## src/logic/display_glue_pkg.sv

```systemverilog
package display_glue_pkg;

  // ----------------------------------------
  // widths
  // ----------------------------------------
  localparam int SYS_ADDR_W = 20;
  localparam int DATA_W = 8;

  // ----------------------------------------
  // decode positions and values
  // ----------------------------------------
  localparam int PORT_SEL_BIT = 8;
  localparam logic [1:0] PORT_HI_3XX = 2'h3;
  localparam logic [1:0] PORT_HI_2XX = 2'h2;
  localparam int PORT_HI_LSB = 8;
  localparam int PORT_HI_MSB = 9;
  localparam int PLANE3_ADDR_LSB = 6;
  localparam logic [7:0] DATA_RST = 8'h00;
  localparam logic [1:0] PORT_RANGE_RST = 2'h0;
  localparam logic VIDEO_RST = 1'h0;
  localparam logic PANEL_DATA_RST = 1'h1;

  // ----------------------------------------
  // carriers
  // ----------------------------------------
  typedef struct packed {
    logic red;
    logic green;
    logic blue;
    logic sec_red;
    logic sec_green;
    logic sec_blue;
    logic vsync;
    logic hsync;
  } video_bus_t;

  typedef struct packed {
    logic vsync;
    logic hsync;
    logic data_1;
    logic sel_1;
    logic sel_2;
    logic sel_3;
    logic sel_4;
  } panel_bus_t;

  typedef enum logic {
    ROUTE_CRT,
    ROUTE_PANEL
  } route_t;

endpackage : display_glue_pkg

```

## src/logic/display_bus_interface_glue.sv

```systemverilog
`timescale 1ns/1ps

// Functional notes
// - secondary-red enable high grounds CRT line; low passes secondary red.
// - port range select high decodes 3XX, low decodes 2XX; a hit needs address bit 8 equal to it.
// - while address-output enable low, drive system address onto plane-3 lines.
// - 8-bit bidirectional local data bus shared with controller, ROM and SRAM.
// - dedicated plasma panel data outputs are active low.
// - CRT mode routes video to CRT; plasma mode carries syncs, data, selects.
// - accept 20-bit system address; 8-bit bidirectional system data.
// - provide trap request output and separate NMI timing output.
// - panel-select input chooses CRT or plasma routing.
module display_bus_interface_glue (
  input wire logic i_core_clk,
  input wire logic i_rst_n,
  input wire logic i_clk_en,
  input wire logic [19:0] i_sys_addr,
  input wire logic [7:0] i_sys_data,
  output logic [7:0] o_sys_data,
  output logic o_sys_data_oe_n,
  input wire logic i_io_read,
  input wire logic i_io_write,
  input wire logic i_display_port_range_select,
  output logic o_display_port_hit,
  output logic o_display_port_is_3xx,
  input wire logic i_sysaddr_output_enable_n,
  output logic [2:0] o_plane3_addr_data,
  output logic o_plane3_addr_data_oe_n,
  input wire logic [7:0] i_local_data,
  output logic [7:0] o_local_data,
  output logic o_local_data_oe_n,
  input wire logic i_panel_type_select,
  input wire display_glue_pkg::video_bus_t i_video,
  input wire display_glue_pkg::panel_bus_t i_panel,
  input wire logic [2:0] i_panel_data,
  output logic [2:0] o_panel_data_n,
  output display_glue_pkg::video_bus_t o_shared_video,
  input wire logic i_sec_red_block,
  output logic o_secondary_red_enable,
  input wire logic i_trap_event,
  input wire logic i_nmi_timing,
  output logic o_trap_request_out,
  output logic o_nmi_timing_out
);

  // ----------------------------------------
  // port decode
  // ----------------------------------------
  // select names the range; a hit needs address bit 8 to match it
  function automatic logic [1:0] port_range(input logic sel);
    port_range = sel ? display_glue_pkg::PORT_HI_3XX : display_glue_pkg::PORT_HI_2XX;
  endfunction : port_range

  wire logic [1:0] want_hi = port_range(i_display_port_range_select);
  wire logic [1:0] addr_hi = i_sys_addr[display_glue_pkg::PORT_HI_MSB:display_glue_pkg::PORT_HI_LSB];
  wire logic upper_zero = ~|i_sys_addr[19:10];
  wire logic port_hit = upper_zero && (addr_hi == want_hi) && (i_io_read || i_io_write);
  wire logic drive_sys = port_hit && i_io_read;

  // ----------------------------------------
  // video routing
  // ----------------------------------------
  wire display_glue_pkg::route_t route_sel =
    i_panel_type_select ? display_glue_pkg::ROUTE_PANEL : display_glue_pkg::ROUTE_CRT;
  display_glue_pkg::route_t route_ff;
  display_glue_pkg::video_bus_t panel_map;
  assign panel_map.vsync = i_panel.vsync;
  assign panel_map.hsync = i_panel.hsync;
  assign panel_map.sec_blue = i_panel.data_1;
  assign panel_map.sec_green = i_panel.sel_4;
  assign panel_map.blue = i_panel.sel_3;
  assign panel_map.green = i_panel.sel_2;
  assign panel_map.red = i_panel.sel_1;
  assign panel_map.sec_red = 1'h0;
  wire display_glue_pkg::video_bus_t nxt_video =
    (route_ff == display_glue_pkg::ROUTE_PANEL) ? panel_map : i_video;

  // ----------------------------------------
  // registers
  // ----------------------------------------
  always_ff @(posedge i_core_clk or negedge i_rst_n) begin
    if (!i_rst_n) begin
      route_ff <= display_glue_pkg::ROUTE_CRT;
      o_shared_video <= '0;
      o_secondary_red_enable <= display_glue_pkg::VIDEO_RST;
      o_panel_data_n <= {3{display_glue_pkg::PANEL_DATA_RST}};
    end else if (i_clk_en) begin
      route_ff <= route_sel;
      o_shared_video <= nxt_video;
      o_secondary_red_enable <= i_sec_red_block && (route_ff == display_glue_pkg::ROUTE_CRT);
      o_panel_data_n <= ~i_panel_data;
    end
  end

  always_ff @(posedge i_core_clk or negedge i_rst_n) begin
    if (!i_rst_n) begin
      o_sys_data <= display_glue_pkg::DATA_RST;
      o_sys_data_oe_n <= 1'h1;
      o_local_data <= display_glue_pkg::DATA_RST;
      o_local_data_oe_n <= 1'h1;
      o_display_port_hit <= 1'h0;
      o_display_port_is_3xx <= 1'h0;
    end else if (i_clk_en) begin
      o_sys_data <= i_local_data;
      o_sys_data_oe_n <= ~drive_sys;
      o_local_data <= i_sys_data;
      o_local_data_oe_n <= ~(port_hit && i_io_write);
      o_display_port_hit <= port_hit;
      o_display_port_is_3xx <= port_hit && (want_hi == display_glue_pkg::PORT_HI_3XX);
    end
  end

  always_ff @(posedge i_core_clk or negedge i_rst_n) begin
    if (!i_rst_n) begin
      o_plane3_addr_data <= 3'h0;
      o_plane3_addr_data_oe_n <= 1'h1;
      o_trap_request_out <= 1'h0;
      o_nmi_timing_out <= 1'h0;
    end else if (i_clk_en) begin
      o_plane3_addr_data <= i_sys_addr[display_glue_pkg::PLANE3_ADDR_LSB +: 3];
      o_plane3_addr_data_oe_n <= i_sysaddr_output_enable_n;
      o_trap_request_out <= i_trap_event;
      o_nmi_timing_out <= i_nmi_timing;
    end
  end

endmodule : display_bus_interface_glue

```

## config.mk

```make
export PLATFORM = sky130hd
export DESIGN_NAME = display_bus_interface_glue
export DESIGN_NICKNAME = d
export VERILOG_FILES = /design/src/logic/display_glue_pkg.sv /design/src/logic/display_bus_interface_glue.sv
export SDC_FILE = /design/constraint.sdc
export NUM_CORES = 1
export LEC_CHECK = 0
export ABC_AREA = 1
export BUFFER_PORTS_ARGS = -buffer_cell sky130_fd_sc_hd__buf_2
export CORE_UTILIZATION = 41
export DETAILED_ROUTE_END_ITERATION = 6
export PLACE_DENSITY = 0.78
export SLEW_MARGIN = 20
export SYNTH_ARGS = -nofsm -noshare
export SYNTH_HDL_FRONTEND = slang
export SYNTH_SLANG_ARGS = --single-unit
export TNS_END_PERCENT = 50
```

## constraint.sdc

```tcl
create_clock -name i_core_clk -period 1.3 [get_ports i_core_clk]
set_clock_uncertainty 0.2 [all_clocks]
set_input_delay 0.26 -clock i_core_clk [delete_from_list [all_inputs] [get_ports i_core_clk]]
set_output_delay 0.26 -clock i_core_clk [all_outputs]
set_load 0.005 [all_outputs]
```

## After elaboration in Yosys (flattened, before gate mapping)

Cells that the tools add are included.

| cells by class | value |
|---|---|
| equal/unequal tests | 2 |
| multipliers | 0 |
| mux-type cells | 3 |
| magnitude comparators | 0 |
| add/subtract/negate cells | 0 |
| divide/modulo/power cells | 0 |
| reduce and logical (&&, ||, !) cells | 9 |
| bitwise operators | 4 |
| shift operators | 0 |

Operators by type and width:

| kind | number |
|---|---|
| 10-bit OR reduction | 1 |
| 8-bit 2-to-1 mux | 1 |
| 1-bit logical AND | 6 |
| 1-bit inverter | 3 |
| 3-bit inverter | 1 |
| 2-bit equality test | 1 |
| 2-bit equality test (second input constant) | 1 |
| 1-bit 2-to-1 mux | 2 |
| 1-bit logical NOT | 1 |
| 1-bit logical OR | 1 |

| storage, ports and cells | value |
|---|---|
| bits in writable memories | 0 |
| output and inout port bits | 38 |
| logic and storage cells | 39 |
| bits in registers | 39 |
| memory bits (read-only) | 0 |
| memories | 0 |
| input port bits | 65 |
| latch bits | 0 |

## Depth between registers and ports, before layout

Gate-level depths: netlist of run 1.

| logic depth | value |
|---|---|
| depth after elaboration | 6 |
| gate-level depth with buffers | 7 |
| depth with buffers taken out | 7 |

## Worst setup path before layout of run 1

Ideal clock, no wire load.

| timing path | value |
|---|---|
| path kind | input to register |
| start | in i_clk_en |
| end | reg o_local_data[0] |
| data arrival time | 0.777 ns |
| path slack | 0.206 ns |
| setup time | 0.116 ns |
| required time | 0.984 ns |
| cell stages on the path | 6 |
| path buffers | 3 |
| path through | buf_4 inv_2 buf_4 buf_6 nand2_1 nand2_1 |

RTL lines:

| item | line | text |
|---|---|---|
| start: declaration | display_bus_interface_glue.sv:16 | `input wire logic i_clk_en,` |
| end signal: assignment | display_bus_interface_glue.sv:99 | `o_local_data <= display_glue_pkg::DATA_RST;` |
| end signal: assignment | display_bus_interface_glue.sv:106 | `o_local_data <= i_sys_data;` |
| end: declaration | display_bus_interface_glue.sv:30 | `output logic [7:0] o_local_data,` |

## Worst setup path after layout of run 1

| timing path | value |
|---|---|
| start | reg o_plane3_addr_data_oe_n |
| end | out o_plane3_addr_data_oe_n |

RTL lines:

| item | line | text |
|---|---|---|
| start: declaration | display_bus_interface_glue.sv:28 | `output logic o_plane3_addr_data_oe_n,` |
| start signal: assignment | display_bus_interface_glue.sv:121 | `o_plane3_addr_data_oe_n <= i_sysaddr_output_enable_n;` |

No word-level cell between the ends.

==> flow_summary_export.csv, run 1 <==
group,metric,value,unit
run_status,status,"finished with violations",
run_status,violations,"setup timing",
worst_setup_path,critPathArrivalTime,0.92,ns
worst_setup_path,cp.depth,1,
final_layout,stdcell_count,359,
worst_setup_path,crit_buf_inv,1,
route,dr.pass1.iters,6,
place,gp_congestion,0.736,
place,placedCellCount,326,
worst_setup_path,worstSetupPathType,"reg -> out",
synth,synth_mux_area_share,0,%
final_layout,area_delta_synth_final,56.5,%
worst_setup_path,reg2reg_slack,0.18,ns
worst_setup_path,startpoint_type,"register",
final_layout,layout_commonest_cell,"buf_2",
clock_network,cts_made_buffers,5,
pwr,irDropWorstVdd,0.000735,V
synth,synth_cells,185,
sta,hold_viol,0,
min_path,min_from,"i_sec_red_block",
clock_network,clk_latency,0.27,ns
floorplanning,die-area,4140,um^2
sta,slew_violations,0,
place,post-dp-hpwl,2520,um
worst_setup_path,cp_max_fo,2,
place,io_buffers,96,
final_layout,n_antenna_cell,0,
global_route,antenna_found_initial,0,
clock_network,cts.sinks,39,
clock_network,htree_levels,2,
min_path,hold_end,"o_secondary_red_enable",
sta,finalSetupViolCount,6,
synth,syn-cell-area,1590,um^2
synth,ys_ff_latch,39,
synth,ys_types,14,
synth,yosysSeqAreaShare,61.8,%
final_layout,final_cell_mix,"buf_2 (94), nand2_1 (90), dfrtp_1 (33), dlygate4sd3_1 (25), nor2_1 (20)",
sta,period_share,106,%
synth,synth-adder-area-share,0,%
worst_setup_path,r2r_cells,3,
final_layout,drive_gt1_share,38.3,%
floorplanning,die_y,64.3,um
min_path,worstHoldPathCells,3,
route,drtIter0Drc,91,
flow_run,cap_violations,0,
clock_network,clockBufferDepth,2,
final_layout,nets,375,
sta,max_slew_margin,84.5,%
synth,yosys.area_share.xor_xnor,0,%
worst_setup_path,crit_family,"flip-flops",
clock_network,clkTransAtPathRegs,0.07,ns
global_route,overflow,0,
synth,synthSimpleGateAreaFrac,27.8,%
pwr,p_total,2630,uW
floorplanning,die_w,64.3,um
route,via_count,1572,
worst_setup_path,required,0.84,ns
synth,synth_nets,250,
place,dp_slack,0.104,ns
clock_network,tritoncts,"built",
global_route,grt_pass1_vias,1550,
global_route,grt_usage,20.9,%
route,vias_per_cell,4.38,
final_layout,fillers,317,
route,antenna_left,0,
pwr,p_leak,0.00138,uW
sta,fmax,0.725,GHz
clock_network,cts_root_buf,"clkbuf_8",
worst_setup_path,cp_slowest_stage_delay,0.55,ns
clock_network,cts_setup_buffers,0,
sta,worst_pin_slew,0.233,ns
sta,layout_setup_ws,-0.0786,ns
floorplanning,io_pins,103,
floorplanning,coreArea,3690,um^2
route,drc,0,
synth,syn_avg_cell_area,8.60,um^2
synth,synth_top_family_by_area,"simple AND/OR/NAND/NOR gates",
route,wl,3960,um
pwr,p_per_area,1060,nW/um^2
global_route,grt_max_degree,40,
min_path,hold_class,"in -> reg",
floorplanning,rows,22,
worst_setup_path,r2r-start,"route_ff",
worst_setup_path,cp_slowest_cell,"dfstp_2",
sta,rsz0062_at_grt,"true",
route,wl_per_cell,11.0,um
global_route,grt_pass1_wl,6630,um
synth,yosysWarnings,0,
worst_setup_path,cp-end-kind,"primary output",
sta,fin_crit,1.38,ns
synth,synth-compound-area-share,5.97,%
worst_setup_path,cp_cell_sequence,"buf_6",
floorplanning,start_util,43.1,%
worst_setup_path,worstReg2RegEnd,"o_shared_video[5]",
-- cell type report --
class | instances | area [um^2] | share of cell area, %
sequential | 39 | 983 | 39.5
timing repair buffer | 126 | 806 | 32.3
multi-input combinational | 133 | 538 | 21.6
clock buffer | 6 | 72.6 | 2.91
tap | 48 | 60.1 | 2.41
inverter | 5 | 18.8 | 0.753
clock inverter | 2 | 12.5 | 0.502
-- per-stage QoR --
step	TNS (ns)	utilization, %	area, um^2	hold WS, ns
3_3_place_gp	0	58.1	2140	0.0436
4_1_cts	-0.478	67.2	2480	0.00814
2_1_floorplan	0	-	1590	-0.236
5_1_grt	-0.651	67.5	2490	0.0179
3_5_place_dp	0	58.1	2140	0.0450
6_report	-0.427	67.5	2490	0.0107
-- report_power, final --
part           internal, uW  total [uW]  switching [uW]
Sequential             1330        1380            57.4
Combinational           259         478             219
Clock                   375         768             394
Total                  1960        2630             671
-- synth_stat cells --
library cell | number | area share, %
inv_1 | 2 | 0.47
nand3_1 | 2 | 0.63
o21ai_1 | 14 | 4.4
buf_2 | 5 | 1.6
inv_2 | 3 | 0.71
nand3_2 | 1 | 0.63
nor2_1 | 20 | 4.7
nor3_2 | 1 | 0.63
nand2_1 | 90 | 21
dfrtp_1 | 33 | 52
dfstp_2 | 6 | 9.9
buf_4 | 2 | 0.94
buf_6 | 1 | 0.71
o21ai_0 | 5 | 1.6
-- flip-flops by register name (all words and copies together), names as in the netlist, 3 cells and up --
register and flops:
o_local_data 8, o_shared_video 8, o_sys_data 8, o_panel_data_n 3
o_plane3_addr_data 3
-- how the worst max path moves through the flow --
stage	to	slack (ns)	start
after floorplan	o_local_data[0]	0.21	i_clk_en
after global placement	o_shared_video[1]	0.12	i_clk_en
after detailed placement	o_shared_video[2]	0.10	i_clk_en
after CTS	o_sys_data_oe_n	-0.08	o_sys_data_oe_n
after global routing	o_panel_data_n[0]	-0.12	o_panel_data_n[0]
final	o_plane3_addr_data_oe_n	-0.08	o_plane3_addr_data_oe_n
-- kinds of logic (layout without fill, tap and decap cells) --
logic type,count (synthesis),in the layout
simple gates,114,114
compound gates,19,19
buf+inv,13,139
flops,39,39
-- per-layer routing --
metal | share of wire, % | GRT usage, % | up-vias
li1 | - | - | 817
met1 | 43 | 24.4 | 690
met2 | 50 | 37.6 | 63
met3 | 6.3 | 6.79 | 2
met4 | 0.45 | 3.33 | 0
met5 | 0 | 0 | -
-- repair_timing --
action | 4_1_cts | 5_1_grt
setup endpoints to repair | 6 | 8
hold buffers | 25 | 0
endpoints found under the hold margin | 63 | 0
resized for setup | 0 | 2
-- tightest hold or removal path: stages --
cell	delay (ns)
buf_2	0.07
nand3_1	0.06
nand2_1	0.06
Note: power is estimated with default switching activity, not from simulation.
==> run 2, diff against run 1 <==
--- a/config.mk
+++ b/config.mk
@@ -12,2 +12,3 @@
 export PLACE_DENSITY = 0.78
+export RECOVER_POWER = 100
 export SLEW_MARGIN = 20
--- a/constraint.sdc
+++ b/constraint.sdc
@@ -4,2 +4,2 @@
 set_output_delay 0.26 -clock i_core_clk [all_outputs]
-set_load 0.005 [all_outputs]
+set_load 0.01 [all_outputs]
==> run 2 against run 1 <==
Effect of this change:
- the flow still finishes with violations (setup timing)
- worst hold slack worse by 0.0015 ns
- sequential cell count did not move
- final area rose by 1.2%
- via count rose by 2.2%
- die area unchanged
- maximum frequency fell by 0.38%
- wire length rose by 2.3%
- non-clock buffer count grew 3
- first-iteration DRC count fell by 9.9%
- core utilization up 0.81 points
- critical path depth is the same
- combinational power increased by 12%
- largest power group unchanged
- highest routed layer unchanged
==> flow_summary_export.csv, run 2 (synthesis gave the netlist of run 1 again) <==
group,metric,value,unit
pwr,p_switching,711,uW
place,placedCellCount,326,
clock_network,cts.sinks,39,
global_route,grt_max_degree,40,
min_path,hold_class,"in -> reg",
final_layout,fillers,306,
worst_setup_path,cp-end-kind,"primary output",
floorplanning,die-area,4140,um^2
worst_setup_path,startpoint_type,"register",
floorplanning,coreArea,3690,um^2
route,dr.pass1.iters,4,
route,via_count,1606,
global_route,grt_pass1_vias,1549,
floorplanning,rows,22,
worst_setup_path,cp_slowest_cell,"dfstp_2",
clock_network,cts_root_buf,"clkbuf_8",
sta,fin_crit,1.38,ns
run_status,violations,"setup timing",
worst_setup_path,worstSetupPathType,"reg -> out",
final_layout,drive_gt1_share,38.2,%
pwr,p_leak,0.00140,uW
final_layout,area_delta_synth_final,58.4,%
clock_network,clockBufferDepth,2,
worst_setup_path,crit_buf_inv,1,
global_route,overflow,0,
sta,layout_setup_ws,-0.0838,ns
clock_network,tritoncts,"built",
pwr,seqPwrFrac,51.7,%
clock_network,htree_levels,2,
global_route,antenna_found_initial,0,
final_layout,largestRegisters,"o_local_data (8), o_shared_video (8), o_sys_data (8)",
clock_network,clkTransAtPathRegs,0.07,ns
worst_setup_path,required,0.84,ns
final_layout,n_antenna_cell,0,
route,drtIter0Drc,82,
pwr,irDropWorstVdd,0.000736,V
floorplanning,die_w,64.3,um
run_status,status,"finished with violations",
floorplanning,io_pins,103,
sta,finalSetupViolCount,6,
place,gp_congestion,0.736,
sta,period_share,106,%
place,io_buffers,96,
sta,rsz0062_at_grt,"true",
place,post-dp-hpwl,2520,um
sta,final.setup.tns,-0.458,ns
sta,max_slew_margin,65.9,%
route,antenna_left,0,
worst_setup_path,critPathArrivalTime,0.92,ns
global_route,grt_pass1_wl,6760,um
pwr,p_comb_share,19.9,%
final_layout,layout_commonest_cell,"nand2_1",
route,wl,4050,um
route,wl_per_cell,11.2,um
floorplanning,die_y,64.3,um
route,drc,0,
worst_setup_path,cp_max_fo,2,
worst_setup_path,cp_slowest_stage_delay,0.55,ns
worst_setup_path,cp_cell_sequence,"buf_6",
clock_network,cts_made_buffers,5,
sta,slew_violations,0,
global_route,grt_usage,21.4,%
flow_run,cap_violations,0,
sta,worst_pin_slew,0.511,ns
floorplanning,start_util,43.1,%
worst_setup_path,crit_family,"flip-flops",
pwr,p_sw_share,26.5,%
pwr,p_int,1970,uW
final_layout,final_cell_mix,"nand2_1 (90), buf_2 (79), dfrtp_1 (33), dlygate4sd3_1 (25), nor2_1 (20)",
clock_network,clk_latency,0.27,ns
route,vias_per_cell,4.44,
sta,fmax,0.723,GHz
sta,hold_viol,0,
pwr,clkPwrFrac,28.5,%
final_layout,nets,378,
final_layout,stdcell_count,362,
pwr,p_per_area,1060,nW/um^2
## run 2: cell count changes in the layout (fill, tap and decap cells not counted), moves of 3 or more
| cell | change |
|---|---|
| buf_2 | -15 |
| clkbuf_2 | +11 |
| buf_6 | +4 |
| buf_4 | +3 |
| o21ai_0 | +3 |
| o21ai_1 | -3 |
## run 2: cell type report
| type | count | area [um^2] | share of cell area (%) |
|---|---|---|---|
| Sequential cell | 39 | 983 | 39.0 |
| Timing Repair Buffer | 129 | 841 | 33.3 |
| Multi-Input combinational cell | 133 | 533 | 21.1 |
| Clock buffer | 6 | 72.6 | 2.88 |
| Tap cell | 48 | 60.1 | 2.38 |
| Inverter | 5 | 18.8 | 0.744 |
| Clock inverter | 2 | 12.5 | 0.496 |
## run 2: power by group through the flow
| stage | clock network (uW) | logic, uW | registers (uW) |
|---|---|---|---|
| finish | 764 | 533 | 1390 |
| global route | 846 | 597 | 1400 |
| CTS | 786 | 528 | 1380 |
| detailed placement | 0 | 460 | 1400 |
| global placement | 0 | 450 | 1400 |
| floorplan | 0 | 152 | 1450 |
## run 2: final timing paths
path	startpoint	endpoint	slack, ns	cells after the start
setup / recovery	o_panel_data_n[0]	o_panel_data_n[0]	-0.08	1
hold / removal	i_sec_red_block	o_secondary_red_enable	0.009	3
setup reg to reg	route_ff	o_shared_video[5]	0.07	3
hold reg to reg	o_local_data[4]	o_local_data[4]	0.27	2
max in group asynchronous	i_rst_n	o_panel_data_n[0]	0.11	3
min in group asynchronous	i_rst_n	o_plane3_addr_data[1]	0.42	3
## run 2: what timing repair did
| item | CTS | global route |
|---|---|---|
| endpoints found under the hold margin | 63 | 0 |
| setup buffers | 0 | 3 |
| gates resized for setup | 6 | 0 |
| hold buffers | 25 | 0 |
| pin swaps | 0 | 0 |
| setup endpoints to repair | 6 | 17 |
## run 2: metal layers
| metal | vias up | GRT usage, % | share of wire, % |
|---|---|---|---|
| met5 | - | 0 | 0 |
| met4 | 0 | 3.33 | 0.44 |
| met3 | 2 | 6.79 | 5.9 |
| met2 | 61 | 38.4 | 51 |
| met1 | 721 | 25.1 | 43 |
| li1 | 822 | - | - |
## run 2: through the flow
stage                     total power (uW)  cell area (um^2)  setup slack (ns)  hold slack [ns]  util (%)
after CTS                             2700              2520           -0.0877          0.00814      68.2
after global routing                  2840              2520            -0.119           0.0179      68.4
after global placement                1850              2140             0.123           0.0436      58.1
after detailed placement              1860              2140             0.104           0.0450      58.1
after floorplan                       1610              1590             0.205           -0.236         -
final                                 2680              2520           -0.0838          0.00927      68.4
